[config.mk]
export PLATFORM = sky130hd
export DESIGN_NAME = pirf_top
export DESIGN_NICKNAME = d
export VERILOG_FILES = /design/src/core/pirf_pkg.sv /design/src/core/pirf_flag_if.sv /design/src/core/pirf_flag_bank.sv /design/src/core/pirf_match.sv /design/src/core/pirf_top.sv
export VERILOG_INCLUDE_DIRS = /design/src /design/src/core
export SDC_FILE = /design/constraint.sdc
export NUM_CORES = 1
export LEC_CHECK = 0
export ABC_AREA = 0
export BUFFER_PORTS_ARGS = -buffer_cell sky130_fd_sc_hd__buf_2
export CORE_UTILIZATION = 48
export CTS_CLUSTER_SIZE = 8
export DETAILED_ROUTE_END_ITERATION = 8
export HOLD_SLACK_MARGIN = 0.12
export PLACE_DENSITY_LB_ADDON = 0.05
export SETUP_SLACK_MARGIN = 0.3
export SYNTH_ARGS = -nofsm -noshare
export SYNTH_HDL_FRONTEND = slang
export SYNTH_SLANG_ARGS = --single-unit
export TNS_END_PERCENT = 30
[constraint.sdc]
create_clock -name sys_clk -period 2.65 [get_ports sys_clk]
set_input_delay 0 -clock sys_clk [delete_from_list [all_inputs] [get_ports sys_clk]]
set_output_delay 0 -clock sys_clk [all_outputs]
set_load 0.05 [all_outputs]
[src/core/pirf_defs.svh]
/*
 * Constants of the peripheral request flag block: register offsets,
 * field positions, implemented-bit masks and reset values.
 * Assumes inclusion by bare name from the core files.
 */
`ifndef PIRF_DEFS_SVH
`define PIRF_DEFS_SVH

// Register byte offsets
`define PIRF_OFF_FLAGS_A   12'h000
`define PIRF_OFF_FLAGS_B   12'h004
`define PIRF_OFF_IRQ_STAT  12'h008
`define PIRF_OFF_IRQ_MASK  12'h00C

// Register A field positions
`define PIRF_A_OSC_FAIL    7
`define PIRF_A_CMP_TWO     6
`define PIRF_A_CMP_ONE     5
`define PIRF_A_EE_DONE     4
`define PIRF_A_BUS_COLL    3
`define PIRF_A_CCP_TWO     0

// Register B field positions
`define PIRF_B_CCP_FOUR    5
`define PIRF_B_CCP_THREE   4
`define PIRF_B_TMR_SIX     3
`define PIRF_B_TMR_FOUR    1

// Implemented bits and reset values
`define PIRF_IMPL_A        8'hF9
`define PIRF_IMPL_B        8'h3A
`define PIRF_RST_FLAGS     8'h00
`define PIRF_RST_IRQ       16'h0000

// AXI responses
`define PIRF_RESP_OKAY     2'h0
`define PIRF_RESP_SLVERR   2'h2

`endif

[src/core/pirf_pkg.sv]
/*
 * Types of the peripheral request flag block.
 * Assumes pirf_defs.svh holds all numeric constants.
 */
package pirf_pkg;

  // Write channel state, one-hot
  typedef enum logic [1:0] {
    PIRF_WS_IDLE = 2'b01,
    PIRF_WS_RESP = 2'b10
  } pirf_wr_state_t;

  typedef logic [7:0] pirf_byte_t;

endpackage : pirf_pkg

[src/core/pirf_flag_if.sv]
/*
 * Carrier between the register front end and the flag bank.
 * Assumes one clock domain shared by both ends.
 */
`timescale 1ns/100ps
interface pirf_flag_if;
  import pirf_pkg::*;

  pirf_byte_t set_a;
  pirf_byte_t set_b;
  logic       wr_a;
  logic       wr_b;
  pirf_byte_t wdata;
  pirf_byte_t flags_a;
  pirf_byte_t flags_b;

  modport ctl  (output set_a, set_b, wr_a, wr_b, wdata, input flags_a, flags_b);
  modport bank (input set_a, set_b, wr_a, wr_b, wdata, output flags_a, flags_b);
endinterface : pirf_flag_if

[src/core/pirf_flag_bank.sv]
/*
 * Bank of the two 8-bit request flag registers.
 * Assumes set pulses and writes arrive on sys_clk; reset synchronous.
 */
`timescale 1ns/100ps
`include "pirf_defs.svh"
module pirf_flag_bank (
  // Clock and reset
  input  wire logic  sys_clk,
  input  wire logic  rst_b,
  // Flag access
  pirf_flag_if.bank  fl
);
  import pirf_pkg::*;

  localparam logic [15:0] IMPL = {`PIRF_IMPL_B, `PIRF_IMPL_A};

  logic [15:0] set_all;
  logic [15:0] wr_all;
  logic [15:0] flag_q;

  assign set_all = {fl.set_b, fl.set_a};
  assign wr_all  = {{8{fl.wr_b}}, {8{fl.wr_a}}};

  // One flop per implemented bit; unimplemented bits stay zero
  genvar i;
  for (i = 0; i < 16; i++) begin : g_flag
    if (IMPL[i]) begin : g_impl
      always_ff @(posedge sys_clk) begin
        if (!rst_b) begin
          flag_q[i] <= 1'b0;
        end else if (set_all[i]) begin
          flag_q[i] <= 1'b1;
        end else if (wr_all[i]) begin
          flag_q[i] <= fl.wdata[i % 8];
        end
      end
    end else begin : g_none
      assign flag_q[i] = 1'b0;
    end
  end

  assign fl.flags_a = flag_q[7:0];
  assign fl.flags_b = flag_q[15:8];
endmodule : pirf_flag_bank

[src/core/pirf_match.sv]
/*
 * Timer-to-period match detectors, one per timer.
 * Assumes counts and periods come from timers on sys_clk.
 */
`timescale 1ns/100ps
module pirf_match #(
  parameter int N = 2,
  parameter int W = 8
) (
  // Clock and reset
  input  wire logic         sys_clk,
  input  wire logic         rst_b,
  // Timer state
  input  wire logic [W-1:0] count  [N],
  input  wire logic [W-1:0] period [N],
  // Match pulses
  output logic [N-1:0]      hit
);
  logic [N-1:0] eq_q;

  // Pulse on the first cycle of equality so a held match fires once
  genvar t;
  for (t = 0; t < N; t++) begin : g_tmr
    always_ff @(posedge sys_clk) begin
      if (!rst_b) begin
        eq_q[t] <= 1'b0;
      end else begin
        eq_q[t] <= (count[t] == period[t]);
      end
    end
    assign hit[t] = (count[t] == period[t]) & ~eq_q[t];
  end
endmodule : pirf_match

[src/core/pirf_top.sv]
/*
 * Peripheral request flag block: two flag registers, an interrupt
 * status/mask pair and an AXI4-Lite slave.
 * Assumes event pulses and timer values are synchronous to sys_clk.
 */
`timescale 1ns/100ps
`include "pirf_defs.svh"
module pirf_top #(
  parameter int AW = 12
) (
  // Clock and reset
  input  wire logic                sys_clk,
  input  wire logic                rst_b,
  // AXI4-Lite write address
  input  wire logic [AW-1:0]       s_axi_awaddr,
  input  wire logic                s_axi_awvalid,
  output logic                     s_axi_awready,
  // AXI4-Lite write data
  input  wire logic [31:0]         s_axi_wdata,
  input  wire logic [3:0]          s_axi_wstrb,
  input  wire logic                s_axi_wvalid,
  output logic                     s_axi_wready,
  // AXI4-Lite write response
  output logic [1:0]               s_axi_bresp,
  output logic                     s_axi_bvalid,
  input  wire logic                s_axi_bready,
  // AXI4-Lite read
  input  wire logic [AW-1:0]       s_axi_araddr,
  input  wire logic                s_axi_arvalid,
  output logic                     s_axi_arready,
  output logic [31:0]              s_axi_rdata,
  output logic [1:0]               s_axi_rresp,
  output logic                     s_axi_rvalid,
  input  wire logic                s_axi_rready,
  // Peripheral event pulses
  input  wire logic                osc_fail_evt,
  input  wire logic                cmp_two_evt,
  input  wire logic                cmp_one_evt,
  input  wire logic                ee_done_evt,
  input  wire logic                bus_coll_evt,
  input  wire logic                ccp_two_evt,
  input  wire logic                ccp_three_evt,
  input  wire logic                ccp_four_evt,
  // Timer counts and periods
  input  wire logic [7:0]          timer_four_count,
  input  wire logic [7:0]          timer_four_period,
  input  wire logic [7:0]          timer_six_count,
  input  wire logic [7:0]          timer_six_period,
  // Flag and interrupt outputs
  output pirf_pkg::pirf_byte_t     peripheral_request_flags_a,
  output pirf_pkg::pirf_byte_t     peripheral_request_flags_b,
  output logic                     irq
);
  import pirf_pkg::*;

  pirf_flag_if fl ();

  pirf_wr_state_t  wr_state_q;
  pirf_wr_state_t  wr_state_d;
  logic            aw_held_q;
  logic            w_held_q;
  logic            aw_held_d;
  logic            w_held_d;
  logic [AW-1:0]   awaddr_q;
  logic [31:0]     wdata_q;
  logic [3:0]      wstrb_q;
  logic            awready_q;
  logic            wready_q;
  logic            bvalid_q;
  logic [1:0]      bresp_q;
  logic            arready_q;
  logic            rvalid_q;
  logic [31:0]     rdata_q;
  logic [1:0]      rresp_q;
  logic [15:0]     irq_stat_q;
  logic [15:0]     irq_mask_q;
  logic            irq_q;
  logic            wr_fire;
  logic            wr_lo;
  logic [AW-1:0]   wr_addr;
  logic [AW-1:0]   rd_addr;
  logic            wr_known;
  logic            rd_known;
  logic [31:0]     rd_mux;
  logic [1:0]      tmr_hit;
  logic [7:0]      tmr_count  [2];
  logic [7:0]      tmr_period [2];
  logic [15:0]     evt_all;

  localparam logic [15:0] IMPL = {`PIRF_IMPL_B, `PIRF_IMPL_A};

  // Timer match detection, index 0 timer four, index 1 timer six
  assign tmr_count[0]  = timer_four_count;
  assign tmr_count[1]  = timer_six_count;
  assign tmr_period[0] = timer_four_period;
  assign tmr_period[1] = timer_six_period;

  pirf_match #(.N(2), .W(8)) u_match (
    .sys_clk (sys_clk),
    .rst_b   (rst_b),
    .count   (tmr_count),
    .period  (tmr_period),
    .hit     (tmr_hit)
  );

  // Event vectors placed at their flag positions
  always_comb begin
    fl.set_a = `PIRF_RST_FLAGS;
    fl.set_b = `PIRF_RST_FLAGS;
    fl.set_a[`PIRF_A_OSC_FAIL]  = osc_fail_evt;
    fl.set_a[`PIRF_A_CMP_TWO]   = cmp_two_evt;
    fl.set_a[`PIRF_A_CMP_ONE]   = cmp_one_evt;
    fl.set_a[`PIRF_A_EE_DONE]   = ee_done_evt;
    fl.set_a[`PIRF_A_BUS_COLL]  = bus_coll_evt;
    fl.set_a[`PIRF_A_CCP_TWO]   = ccp_two_evt;
    fl.set_b[`PIRF_B_CCP_FOUR]  = ccp_four_evt;
    fl.set_b[`PIRF_B_CCP_THREE] = ccp_three_evt;
    fl.set_b[`PIRF_B_TMR_SIX]   = tmr_hit[1];
    fl.set_b[`PIRF_B_TMR_FOUR]  = tmr_hit[0];
  end
  assign evt_all = {fl.set_b, fl.set_a};

  pirf_flag_bank u_bank (
    .sys_clk (sys_clk),
    .rst_b   (rst_b),
    .fl      (fl)
  );

  // Write address decode
  assign wr_addr  = {awaddr_q[AW-1:2], 2'b00};
  assign rd_addr  = {s_axi_araddr[AW-1:2], 2'b00};
  assign wr_fire  = (wr_state_q == PIRF_WS_IDLE) & aw_held_q & w_held_q;
  assign wr_lo    = wr_fire & wstrb_q[0];
  assign wr_known = (wr_addr == `PIRF_OFF_FLAGS_A) | (wr_addr == `PIRF_OFF_FLAGS_B) |
                    (wr_addr == `PIRF_OFF_IRQ_STAT) | (wr_addr == `PIRF_OFF_IRQ_MASK);
  assign fl.wr_a  = wr_lo & (wr_addr == `PIRF_OFF_FLAGS_A);
  assign fl.wr_b  = wr_lo & (wr_addr == `PIRF_OFF_FLAGS_B);
  assign fl.wdata = wdata_q[7:0];

  // Write channel sequencing
  always_comb begin
    aw_held_d  = (aw_held_q | (s_axi_awvalid & awready_q)) & ~wr_fire;
    w_held_d   = (w_held_q | (s_axi_wvalid & wready_q)) & ~wr_fire;
    wr_state_d = wr_state_q;
    case (wr_state_q)
      PIRF_WS_IDLE: if (wr_fire) wr_state_d = PIRF_WS_RESP;
      PIRF_WS_RESP: if (s_axi_bready) wr_state_d = PIRF_WS_IDLE;
      default:      wr_state_d = PIRF_WS_IDLE;
    endcase
  end

  always_ff @(posedge sys_clk) begin
    if (!rst_b) begin
      wr_state_q <= PIRF_WS_IDLE;
      aw_held_q  <= 1'b0;
      w_held_q   <= 1'b0;
      awready_q  <= 1'b0;
      wready_q   <= 1'b0;
      awaddr_q   <= '0;
      wdata_q    <= 32'h0000_0000;
      wstrb_q    <= 4'h0;
    end else begin
      wr_state_q <= wr_state_d;
      aw_held_q  <= aw_held_d;
      w_held_q   <= w_held_d;
      awready_q  <= ~aw_held_d & (wr_state_d == PIRF_WS_IDLE) & ~wr_fire;
      wready_q   <= ~w_held_d & (wr_state_d == PIRF_WS_IDLE) & ~wr_fire;
      if (s_axi_awvalid & awready_q) begin
        awaddr_q <= s_axi_awaddr;
      end
      if (s_axi_wvalid & wready_q) begin
        wdata_q <= s_axi_wdata;
        wstrb_q <= s_axi_wstrb;
      end
    end
  end

  // Write response, error on unmapped offset
  always_ff @(posedge sys_clk) begin
    if (!rst_b) begin
      bvalid_q <= 1'b0;
      bresp_q  <= `PIRF_RESP_OKAY;
    end else if (wr_fire) begin
      bvalid_q <= 1'b1;
      bresp_q  <= wr_known ? `PIRF_RESP_OKAY : `PIRF_RESP_SLVERR;
    end else if (bvalid_q & s_axi_bready) begin
      bvalid_q <= 1'b0;
    end
  end

  // Interrupt status (write one to clear, events win) and mask
  always_ff @(posedge sys_clk) begin
    if (!rst_b) begin
      irq_stat_q <= `PIRF_RST_IRQ;
      irq_mask_q <= `PIRF_RST_IRQ;
      irq_q      <= 1'b0;
    end else begin
      if (wr_fire & (wr_addr == `PIRF_OFF_IRQ_STAT)) begin
        irq_stat_q <= ((irq_stat_q & ~wdata_q[15:0]) | evt_all) & IMPL;
      end else begin
        irq_stat_q <= (irq_stat_q | evt_all) & IMPL;
      end
      if (wr_fire & (wr_addr == `PIRF_OFF_IRQ_MASK)) begin
        irq_mask_q <= wdata_q[15:0] & IMPL;
      end
      irq_q <= |(irq_stat_q & irq_mask_q);
    end
  end

  // Read decode
  always_comb begin
    rd_mux   = 32'h0000_0000;
    rd_known = 1'b1;
    case (rd_addr)
      `PIRF_OFF_FLAGS_A:  rd_mux[7:0]  = fl.flags_a;
      `PIRF_OFF_FLAGS_B:  rd_mux[7:0]  = fl.flags_b;
      `PIRF_OFF_IRQ_STAT: rd_mux[15:0] = irq_stat_q;
      `PIRF_OFF_IRQ_MASK: rd_mux[15:0] = irq_mask_q;
      default:            rd_known     = 1'b0;
    endcase
  end

  // Read channel, one read at a time
  always_ff @(posedge sys_clk) begin
    if (!rst_b) begin
      arready_q <= 1'b0;
      rvalid_q  <= 1'b0;
      rdata_q   <= 32'h0000_0000;
      rresp_q   <= `PIRF_RESP_OKAY;
    end else if (s_axi_arvalid & arready_q) begin
      arready_q <= 1'b0;
      rvalid_q  <= 1'b1;
      rdata_q   <= rd_mux;
      rresp_q   <= rd_known ? `PIRF_RESP_OKAY : `PIRF_RESP_SLVERR;
    end else if (rvalid_q & s_axi_rready) begin
      rvalid_q  <= 1'b0;
    end else if (!rvalid_q) begin
      arready_q <= 1'b1;
    end
  end

  // Outputs
  assign s_axi_awready = awready_q;
  assign s_axi_wready  = wready_q;
  assign s_axi_bvalid  = bvalid_q;
  assign s_axi_bresp   = bresp_q;
  assign s_axi_arready = arready_q;
  assign s_axi_rvalid  = rvalid_q;
  assign s_axi_rdata   = rdata_q;
  assign s_axi_rresp   = rresp_q;
  assign peripheral_request_flags_a = fl.flags_a;
  assign peripheral_request_flags_b = fl.flags_b;
  assign irq = irq_q;
endmodule : pirf_top

==> results of run 1 <==
-- layer usage --
| metal | vias up | wire length [um] | global-route usage (%) |
|---|---|---|---|
| met5 | - | 0 | 0 |
| met4 | 0 | 79 | 8.49 |
| met3 | 9 | 543 | 3.20 |
| met2 | 138 | 3810 | 36.4 |
| met1 | 1463 | 3900 | 29.7 |
| li1 | 1627 | - | - |
-- critical path: cells and delay by family, from the launching register on --
| kind | cells | cell delay [ns] |
|---|---|---|
| simple gates | 3 | 1.23 |
| fa+ha+maj | 1 | 0.20 |
| compound gates | 1 | 0.07 |
| flops | 1 | 0.33 |
| buf+inv | 1 | 0.06 |
-- through the flow --
stage / total power [W] / hold WS (ns)
after floorplan: 0.00187 / 0.136
after global placement: 0.00199 / 0.240
after detailed placement: 0.00200 / 0.247
after CTS: 0.00290 / 0.142
after global routing: 0.00304 / 0.201
final: 0.00289 / 0.166
-- registers in the layout, indices dropped and copies added, names as in the netlist, 2 cells and up --
register,cells
s_axi_rdata,11
wdata_q,11
awaddr_q,10
irq_mask_q,10
irq_stat_q,10
u_bank.fl.flags_a,6
u_bank.fl.flags_b,4
u_match.eq_q,2
wr_state_q,2
-- cell usage in the layout, fill, tap and decap left out, types with 3 or more instances in the layout --
cell	instances
sky130_fd_sc_hd__a22oi_1	7
sky130_fd_sc_hd__a32oi_1	4
sky130_fd_sc_hd__or4_4	3
sky130_fd_sc_hd__mux2_2	4
sky130_fd_sc_hd__a31oi_1	11
sky130_fd_sc_hd__nor2_1	17
sky130_fd_sc_hd__a21oi_1	34
sky130_fd_sc_hd__dfxtp_1	77
sky130_fd_sc_hd__nor4_1	6
sky130_fd_sc_hd__xor2_1	9
sky130_fd_sc_hd__o21ai_2	10
sky130_fd_sc_hd__inv_1	11
sky130_fd_sc_hd__a31o_2	3
sky130_fd_sc_hd__dlygate4sd3_1	44
sky130_fd_sc_hd__nand3_1	15
sky130_fd_sc_hd__conb_1	29
sky130_fd_sc_hd__mux2i_1	12
sky130_fd_sc_hd__buf_4	4
sky130_fd_sc_hd__mux4_2	3
sky130_fd_sc_hd__nand2b_1	3
sky130_fd_sc_hd__buf_2	107
sky130_fd_sc_hd__clkbuf_8	9
sky130_fd_sc_hd__xnor2_1	7
sky130_fd_sc_hd__o21ai_0	14
sky130_fd_sc_hd__nor3_1	3
sky130_fd_sc_hd__nand2_1	67
-- how the worst min path moves through the flow --
stage                       start                           endpoint  cells past startpoint  slack (ns)
6_report            s_axi_awvalid           awaddr_q[4]$_SDFFE_PN0P_                      4        0.17
3_3_place_gp      s_axi_awaddr[8]           awaddr_q[8]$_SDFFE_PN0P_                      3        0.24
5_1_grt           s_axi_araddr[3]        s_axi_rdata[9]$_SDFFE_PN0P_                      3        0.20
3_5_place_dp       s_axi_wdata[7]            wdata_q[7]$_SDFFE_PN0P_                      3        0.25
2_1_floorplan      s_axi_wdata[1]            wdata_q[1]$_SDFFE_PN0P_                      2        0.14
4_1_cts        timer_six_count[4]  u_bank.fl.flags_b[3]$_SDFFE_PN0P_                      5        0.14
-- synth_stat cells (all sizes together), types with 4 or more instances --
cell	instances	area share, %
a22oi	7	1.5
mux2	4	1.3
nor4	8	2.3
nand2	67	7.1
or4	5	1.4
a31oi	11	2.0
mux2i	12	3.4
buf	33	7.1
a21oi	34	4.8
clkbuf	15	1.6
inv	11	1.2
dfxtp	77	44
xnor2	7	1.7
nor2	17	1.8
nand3	16	2.4
o21ai	24	4.5
a32oi	4	0.99
xor2	9	2.2
-- where the power goes --
group | total (W) | leakage (nW) | internal [W] | switching (W)
sequential | 0.00133 | 0.629 | 0.00125 | 0.0000785
clock | 0.000859 | 0.0923 | 0.000434 | 0.000425
combinational | 0.000701 | 1.30 | 0.000251 | 0.000450
total | 0.00289 | 2.02 | 0.00194 | 0.000954
-- area by class of cell --
| cell class | instances | area, sq um | area share (%) |
|---|---|---|---|
| repair buffers | 155 | 1010 | 21.7 |
| well taps | 96 | 120 | 2.59 |
| inverters | 12 | 45.0 | 0.970 |
| clock inverters | 6 | 63.8 | 1.37 |
| clock buffers | 10 | 128 | 2.75 |
| flip-flops and latches | 77 | 1540 | 33.2 |
| multi-input cells | 288 | 1740 | 37.5 |
-- logic make-up after synthesis --
kind of cell,Yosys count
buf+inv,60
fa+ha+maj,2
flops,77
other cells,1
simple gates,131
mux,19
xor+xnor,16
compound gates,91
-- timing repair --
action | CTS | global route
endpoints found under the hold margin | 45 | 0
hold buffers | 44 | 0
setup endpoints to repair | 0 | 0
==> key figures, run 1 <==
Synth
  – Number of enable flip-flop cells after synthesis: 0
  – Async set or reset register ratio after synthesis: 0%
  – Area fraction in and, or, nand and nor cells after synthesis: 18.6%
  – Post-synthesis average cell area: 8.88 sq um
  – Syn. warnings: 0
  – Complex-gate fraction of the synthesized area: approximately 16%
  – Synthesized flop and latch total: 77
  – Fraction of synthesized area in multiplexers: under 10%
  – Adder-Cell Fraction of Synth Area: 0.709%
  – Dominant register cell in the synthesized netlist: sky130_fd_sc_hd__dfxtp_1
  – Main combinational cell family by area after synthesis: simple AND/OR/NAND/NOR gates
  – Fraction of synthesized cell area in xor and xnor cells: 3.97%
  – Sequential area share after synthesis: 43.7%
  – Post-synthesis instance area: ~0.0035 sq mm
  – Number of different library cells in the post-synthesis netlist: 48
  – Gate count after technology mapping: 397

Critical path
  – RR Startpoint: wr_state_q[1]$_SDFF_PN0_
  – Critical Path Fanout Max: 20
  – Crit path arrival time: 2.24 ns
  – Sort of element at the start of the critical path: register
  – Cell occurring most often along the worst timing path: sky130_fd_sc_hd__nand3_1
  – R2R cell count: 6
  – Slowest cell delay on critical path: 0.78 ns
  – Critical R2R Capture: irq_mask_q[11]$_SDFFE_PN0P_
  – Nature of the critical path endpoint: register
  – Critical-path top delay cell: sky130_fd_sc_hd__or4_4
  – Critical path class: register to register
  – Launching instance or port of the critical path: wr_state_q[1]$_SDFF_PN0_
  – Endpoint of the worst setup timing path: irq_mask_q[11]$_SDFFE_PN0P_
  – Cell Chain, Critical Path: inv_1, ha_1, nand3_1, or4_4, nand3_1, o21ai_2
  – Reg2Reg Setup Slack: 0.63 ns
  – Critical path required time: 2.87 ns

Clock tree
  – Number of setup buffers added after CTS: 0
  – Clock tree root buffer cell: sky130_fd_sc_hd__clkbuf_8
  – Count of instances resized after the clock tree is built: 0
  – Total CTS buffers: 9
  – Sink Count: just under 80
  – Skew-Pair Late Insertion Delay: 0.34 ns
  – Clock slew seen by the registers of the worst setup and hold paths: 0.08 ns
  – Max Buffers Root-to-Sink: 2
  – Clock tree from TritonCTS: built
  – # H-tree levels: 3

STA
  – Unrepaired setup endpoints after global routing: false
  – Clock skew: 0.0104 ns
  – Final hold viol count: 0
  – Max Slew Vio Count: 0
  – Transition time at the pin with the least slew margin: 0.695 ns
  – Shortest clock period the worst path allows after layout: about 2.0 ns
  – Worst path setup slack after routing: 0.633 ns
  – Period utilization: 76.1%
  – Total of endpoints with negative setup slack in the final report: 0
  – Relative slew slack: 53.7%
  – Fmax: approximately 0.50 GHz
  – Sum of negative setup slack: 0 ns

Layout
  – Final net count: 652
  – Share of cells above drive strength 1: 27.7%
  – Share of the core filled with cells in the final layout: 66.9%
  – Post-route standard cell area excluding fillers: 0.00464 sq mm
  – Antenna diode instance count: 0
  – Area Growth Syn to Fin: 31.7%
  – Non-filler cells in the finished layout: 644
  – Layout filler cell count: 614

Routing
  – Average vias per placed instance: between 5 and 6
  – 1st-pass router iterations: 4
  – Count of routing violations after the opening detailed-route iteration: 116
  – Vias after detailed routing: 3237
  – Final wirelength: about 8300 um
  – Remaining DRCs: 0
  – Detail Route Antenna Nets: 0
  – Wire length per cell after detailed routing: between 10 and 15 um

GRT
  – Number of global-route vias before repair: ~2800
  – Global route total overflow: 0
  – Antenna violations before repair: 0
  – Overall routing resource usage: between 20% and 30%
  – Pin count of the biggest net entering global routing: between 50 and 60
  – Global-route wire length before repair: 13100 um

Power
  – Standby leakage power: 2.02 nW
  – Largest voltage drop on the vdd net: 375 uV
  – Pwr dens: ~620 mW/mm^2

Hold path
  – Class of the worst hold path: input port to register

Die
  – Die area: 0.00769 sq mm
  – Num ports: 165
  – DIE WIDTH: slightly below 90 um
  – Area inside the core boundary: 0.00694 sq mm
  – Die height: 87.7 um
  – Core Rows: 30
  – Starting utilization of the core area: between 50% and 60%

Place
  – Final Wtd Congestion: 0.761
  – Placed standard-cell area: 0.00401 sq mm
  – DP Wirelength: 5640 um
  – Port Buf Inserts: 107
  – Cells after DPL: 584
  – Placement-stage worst setup slack: 0.646 ns

Status
  – Result of the run: completed

Job
  – Number of maximum-capacitance violations: 0
Power figures use the tool's default switching activity.
==> run 2, diff against run 1 <==
- CORE_UTILIZATION: 48 -> 42
- clock period: 2.65 -> 1.7 ns (I/O delays scaled with it)
==> run 2 against run 1 <==
Compared with the run above:
- the run now ends with setup timing left
- sequential power up 56%
- sequential share of layout area down 2.7 points
- critical endpoint is now irq_mask_q[0]$_SDFFE_PN0P_
- maximum frequency up 14%
- power up 61%
- largest power group unchanged
- largest cell class unchanged
- core utilization down 4.8 points
- cell area up 9.2%
- register-to-register slack worse by 0.70 ns
- via count up 4.0%
- critical path type unchanged
==> key figures, run 2 (synthesis results as in run 1) <==
Status
  – Result of the run: complete, but fails checks
  – Violations in the final reports: setup timing

Job
  – Number of maximum-capacitance violations: 0

Place
  – DP Wirelength: 6090 um
  – Placed standard-cell area: 0.00424 sq mm
  – Final Wtd Congestion: around 0.84
  – Port Buf Inserts: about 110

Die
  – Die height: 93.6 um
  – Area inside the core boundary: just over 0.008 sq mm
  – Die area: 0.00877 sq mm
  – Core Rows: 33
  – Num ports: 165
  – DIE WIDTH: around 94 um
  – Starting utilization of the core area: 43.1%

Layout
  – FF/Latch Area: 0.00155 sq mm
  – Leading cell type in the layout, fill and taps excluded: sky130_fd_sc_hd__buf_2
  – Antenna diode instance count: 0
  – Area taken by multi-input logic gates: 0.00192 sq mm
  – Final net count: 685
  – Area Growth Syn to Fin: 43.8%
  – Share of cells above drive strength 1: about a third
  – Post-route standard cell area excluding fillers: just over 0.005 sq mm
  – Layout filler cell count: 771
  – Most used cells in the layout excluding fill and tap cells: sky130_fd_sc_hd__buf_2, sky130_fd_sc_hd__dfxtp_1, sky130_fd_sc_hd__nand2_1, sky130_fd_sc_hd__dlygate4sd3_1, sky130_fd_sc_hd__a21oi_1

Power
  – Power share of the clock group: 24.9%
  – Overall power: 0.00466 W
  – Part of the total power dissipated in sequential elements: between 40% and 50%
  – Fraction of power spent switching nets: 34.6%
  – Net switching power of the design: 0.00161 W
  – Standby leakage power: 2.19 nW
  – Cell-internal power: 0.00305 W
  – Largest voltage drop on the vdd net: 819 uV
  – Pwr dens: 919 mW/mm^2
  – Portion of total power attributed to combinational logic: 30.5%

GRT
  – Pin count of the biggest net entering global routing: 33
  – Antenna violations before repair: 0
  – Global-route wire length before repair: about 14000 um
  – Number of global-route vias before repair: 3063
  – Overall routing resource usage: 21.3%
  – Global route total overflow: 0

Hold path
  – Class of the worst hold path: input port to register

STA
  – Unrepaired setup endpoints after global routing: true
  – Relative slew slack: 62.9%
  – Transition time at the pin with the least slew margin: approximately 0.55 ns
  – Final hold viol count: 0
  – Fmax: 0.566 GHz
  – Worst-case hold slack: 0.171 ns
  – Worst path setup slack after routing: -0.0681 ns
  – Max Slew Vio Count: 0
  – Shortest clock period the worst path allows after layout: 1.77 ns
  – Sum of negative setup slack: -0.799 ns
  – Total of endpoints with negative setup slack in the final report: 21
  – Clock skew: 0.00596 ns
  – Period utilization: 104%

Routing
  – Average vias per placed instance: between 4 and 5
  – Count of routing violations after the opening detailed-route iteration: 99
  – Final wirelength: 9160 um
  – Detail Route Antenna Nets: 0
  – Wire length per cell after detailed routing: 13.4 um
  – Vias after detailed routing: 3368
  – Remaining DRCs: 0
  – 1st-pass router iterations: 5

Critical path
  – Critical Path Fanout Max: 5
  – Crit path arrival time: 2.00 ns
  – Critical R2R Capture: irq_mask_q[0]$_SDFFE_PN0P_
  – RR Startpoint: awaddr_q[9]$_SDFFE_PN0P_
  – Critical path class: register to register
  – Sort of element at the start of the critical path: register
  – Critical path required time: roughly 1.9 ns
  – Endpoint of the worst setup timing path: irq_mask_q[0]$_SDFFE_PN0P_
  – Reg2Reg Setup Slack: -0.07 ns
  – Launching instance or port of the critical path: awaddr_q[9]$_SDFFE_PN0P_
  – R2R cell count: 4
  – Nature of the critical path endpoint: register

Clock tree
  – Sink Count: 77
  – # H-tree levels: 3
  – Total CTS buffers: 9
  – Clock tree from TritonCTS: built
  – Clock tree root buffer cell: sky130_fd_sc_hd__clkbuf_8
  – Max Buffers Root-to-Sink: 2
  – Clock slew seen by the registers of the worst setup and hold paths: 0.08 ns
  – Skew-Pair Late Insertion Delay: 0.34 ns
==> run 2: cell count changes in the layout (fill, tap and decap cells not counted), moves of 4 or more <==
cell / change
sky130_fd_sc_hd__nand3_2: +9
sky130_fd_sc_hd__clkinv_2: +4
sky130_fd_sc_hd__buf_4: +22
sky130_fd_sc_hd__nand3_1: -10
==> run 2: layout make-up <==
class | count | share of cell area [%]
Multi-Input combinational cell | 291 | 37.9
Sequential cell | 77 | 30.5
Timing Repair Buffer | 185 | 25.0
Tap cell | 105 | 2.59
Clock buffer | 10 | 2.52
Inverter | 12 | 0.888
Clock inverter | 6 | 0.592
==> run 2: timing repair <==
| action | CTS | global route |
|---|---|---|
| pin swaps | 6 | 14 |
| setup endpoints to repair | 32 | 34 |
| setup buffers | 0 | 4 |
| endpoints found under the hold margin | 49 | 0 |
| hold buffers | 49 | 0 |
| gates resized for setup | 5 | 24 |
| cloned | 3 | 0 |
==> run 2: per-stage QoR <==
step           worst slack [ns]  cells  util (%)
3_5_place_dp             -0.152    614      51.9
3_3_place_gp             -0.123    614      51.9
4_1_cts                 -0.0806    682      60.3
2_1_floorplan           -0.0673    425         -
5_1_grt                  -0.120    686      62.0
6_report                -0.0681    686      62.0
==> run 2: how the worst min path moves through the flow <==
stage,depth (start not counted),end,startpoint,slack [ns]
2_1_floorplan,2,wdata_q[1]$_SDFFE_PN0P_,s_axi_wdata[1],0.14
3_3_place_gp,3,awaddr_q[5]$_SDFFE_PN0P_,s_axi_awaddr[5],0.24
3_5_place_dp,3,awaddr_q[5]$_SDFFE_PN0P_,s_axi_awaddr[5],0.25
4_1_cts,4,awaddr_q[6]$_SDFFE_PN0P_,s_axi_awvalid,0.17
5_1_grt,4,s_axi_wready$_SDFF_PN0_,s_axi_wvalid,0.20
6_report,4,s_axi_wready$_SDFF_PN0_,s_axi_wvalid,0.17
==> run 2: critical path, cell delays in order, from the launching register on <==
cell and delay, ns:
sky130_fd_sc_hd__dfxtp_2 0.32, sky130_fd_sc_hd__or4_4 0.58, sky130_fd_sc_hd__or4_4 0.61, sky130_fd_sc_hd__nand3_2 0.10
sky130_fd_sc_hd__o21ai_2 0.05
==> run 2: layer usage <==
layer / global-route usage [%] / share of wire [%] / up-vias / routed length [um]
met1: 27.1 / 45 / 1556 / 4110
met5: 0 / 0 / - / 0
li1: - / - / 1693 / -
met4: 7.44 / 1.4 / 0 / 126
met2: 36.8 / 49 / 109 / 4510
met3: 3.17 / 4.6 / 10 / 419
==> run 2: power by group through the flow <==
stage | clock (W) | sequential [W] | combinational [W]
after CTS | 0.00119 | 0.00206 | 0.00126
after global placement | 0 | 0.00210 | 0.00112
after floorplan | 0 | 0.00223 | 0.000688
after detailed placement | 0 | 0.00210 | 0.00113
final | 0.00116 | 0.00208 | 0.00142
after global routing | 0.00126 | 0.00210 | 0.00153
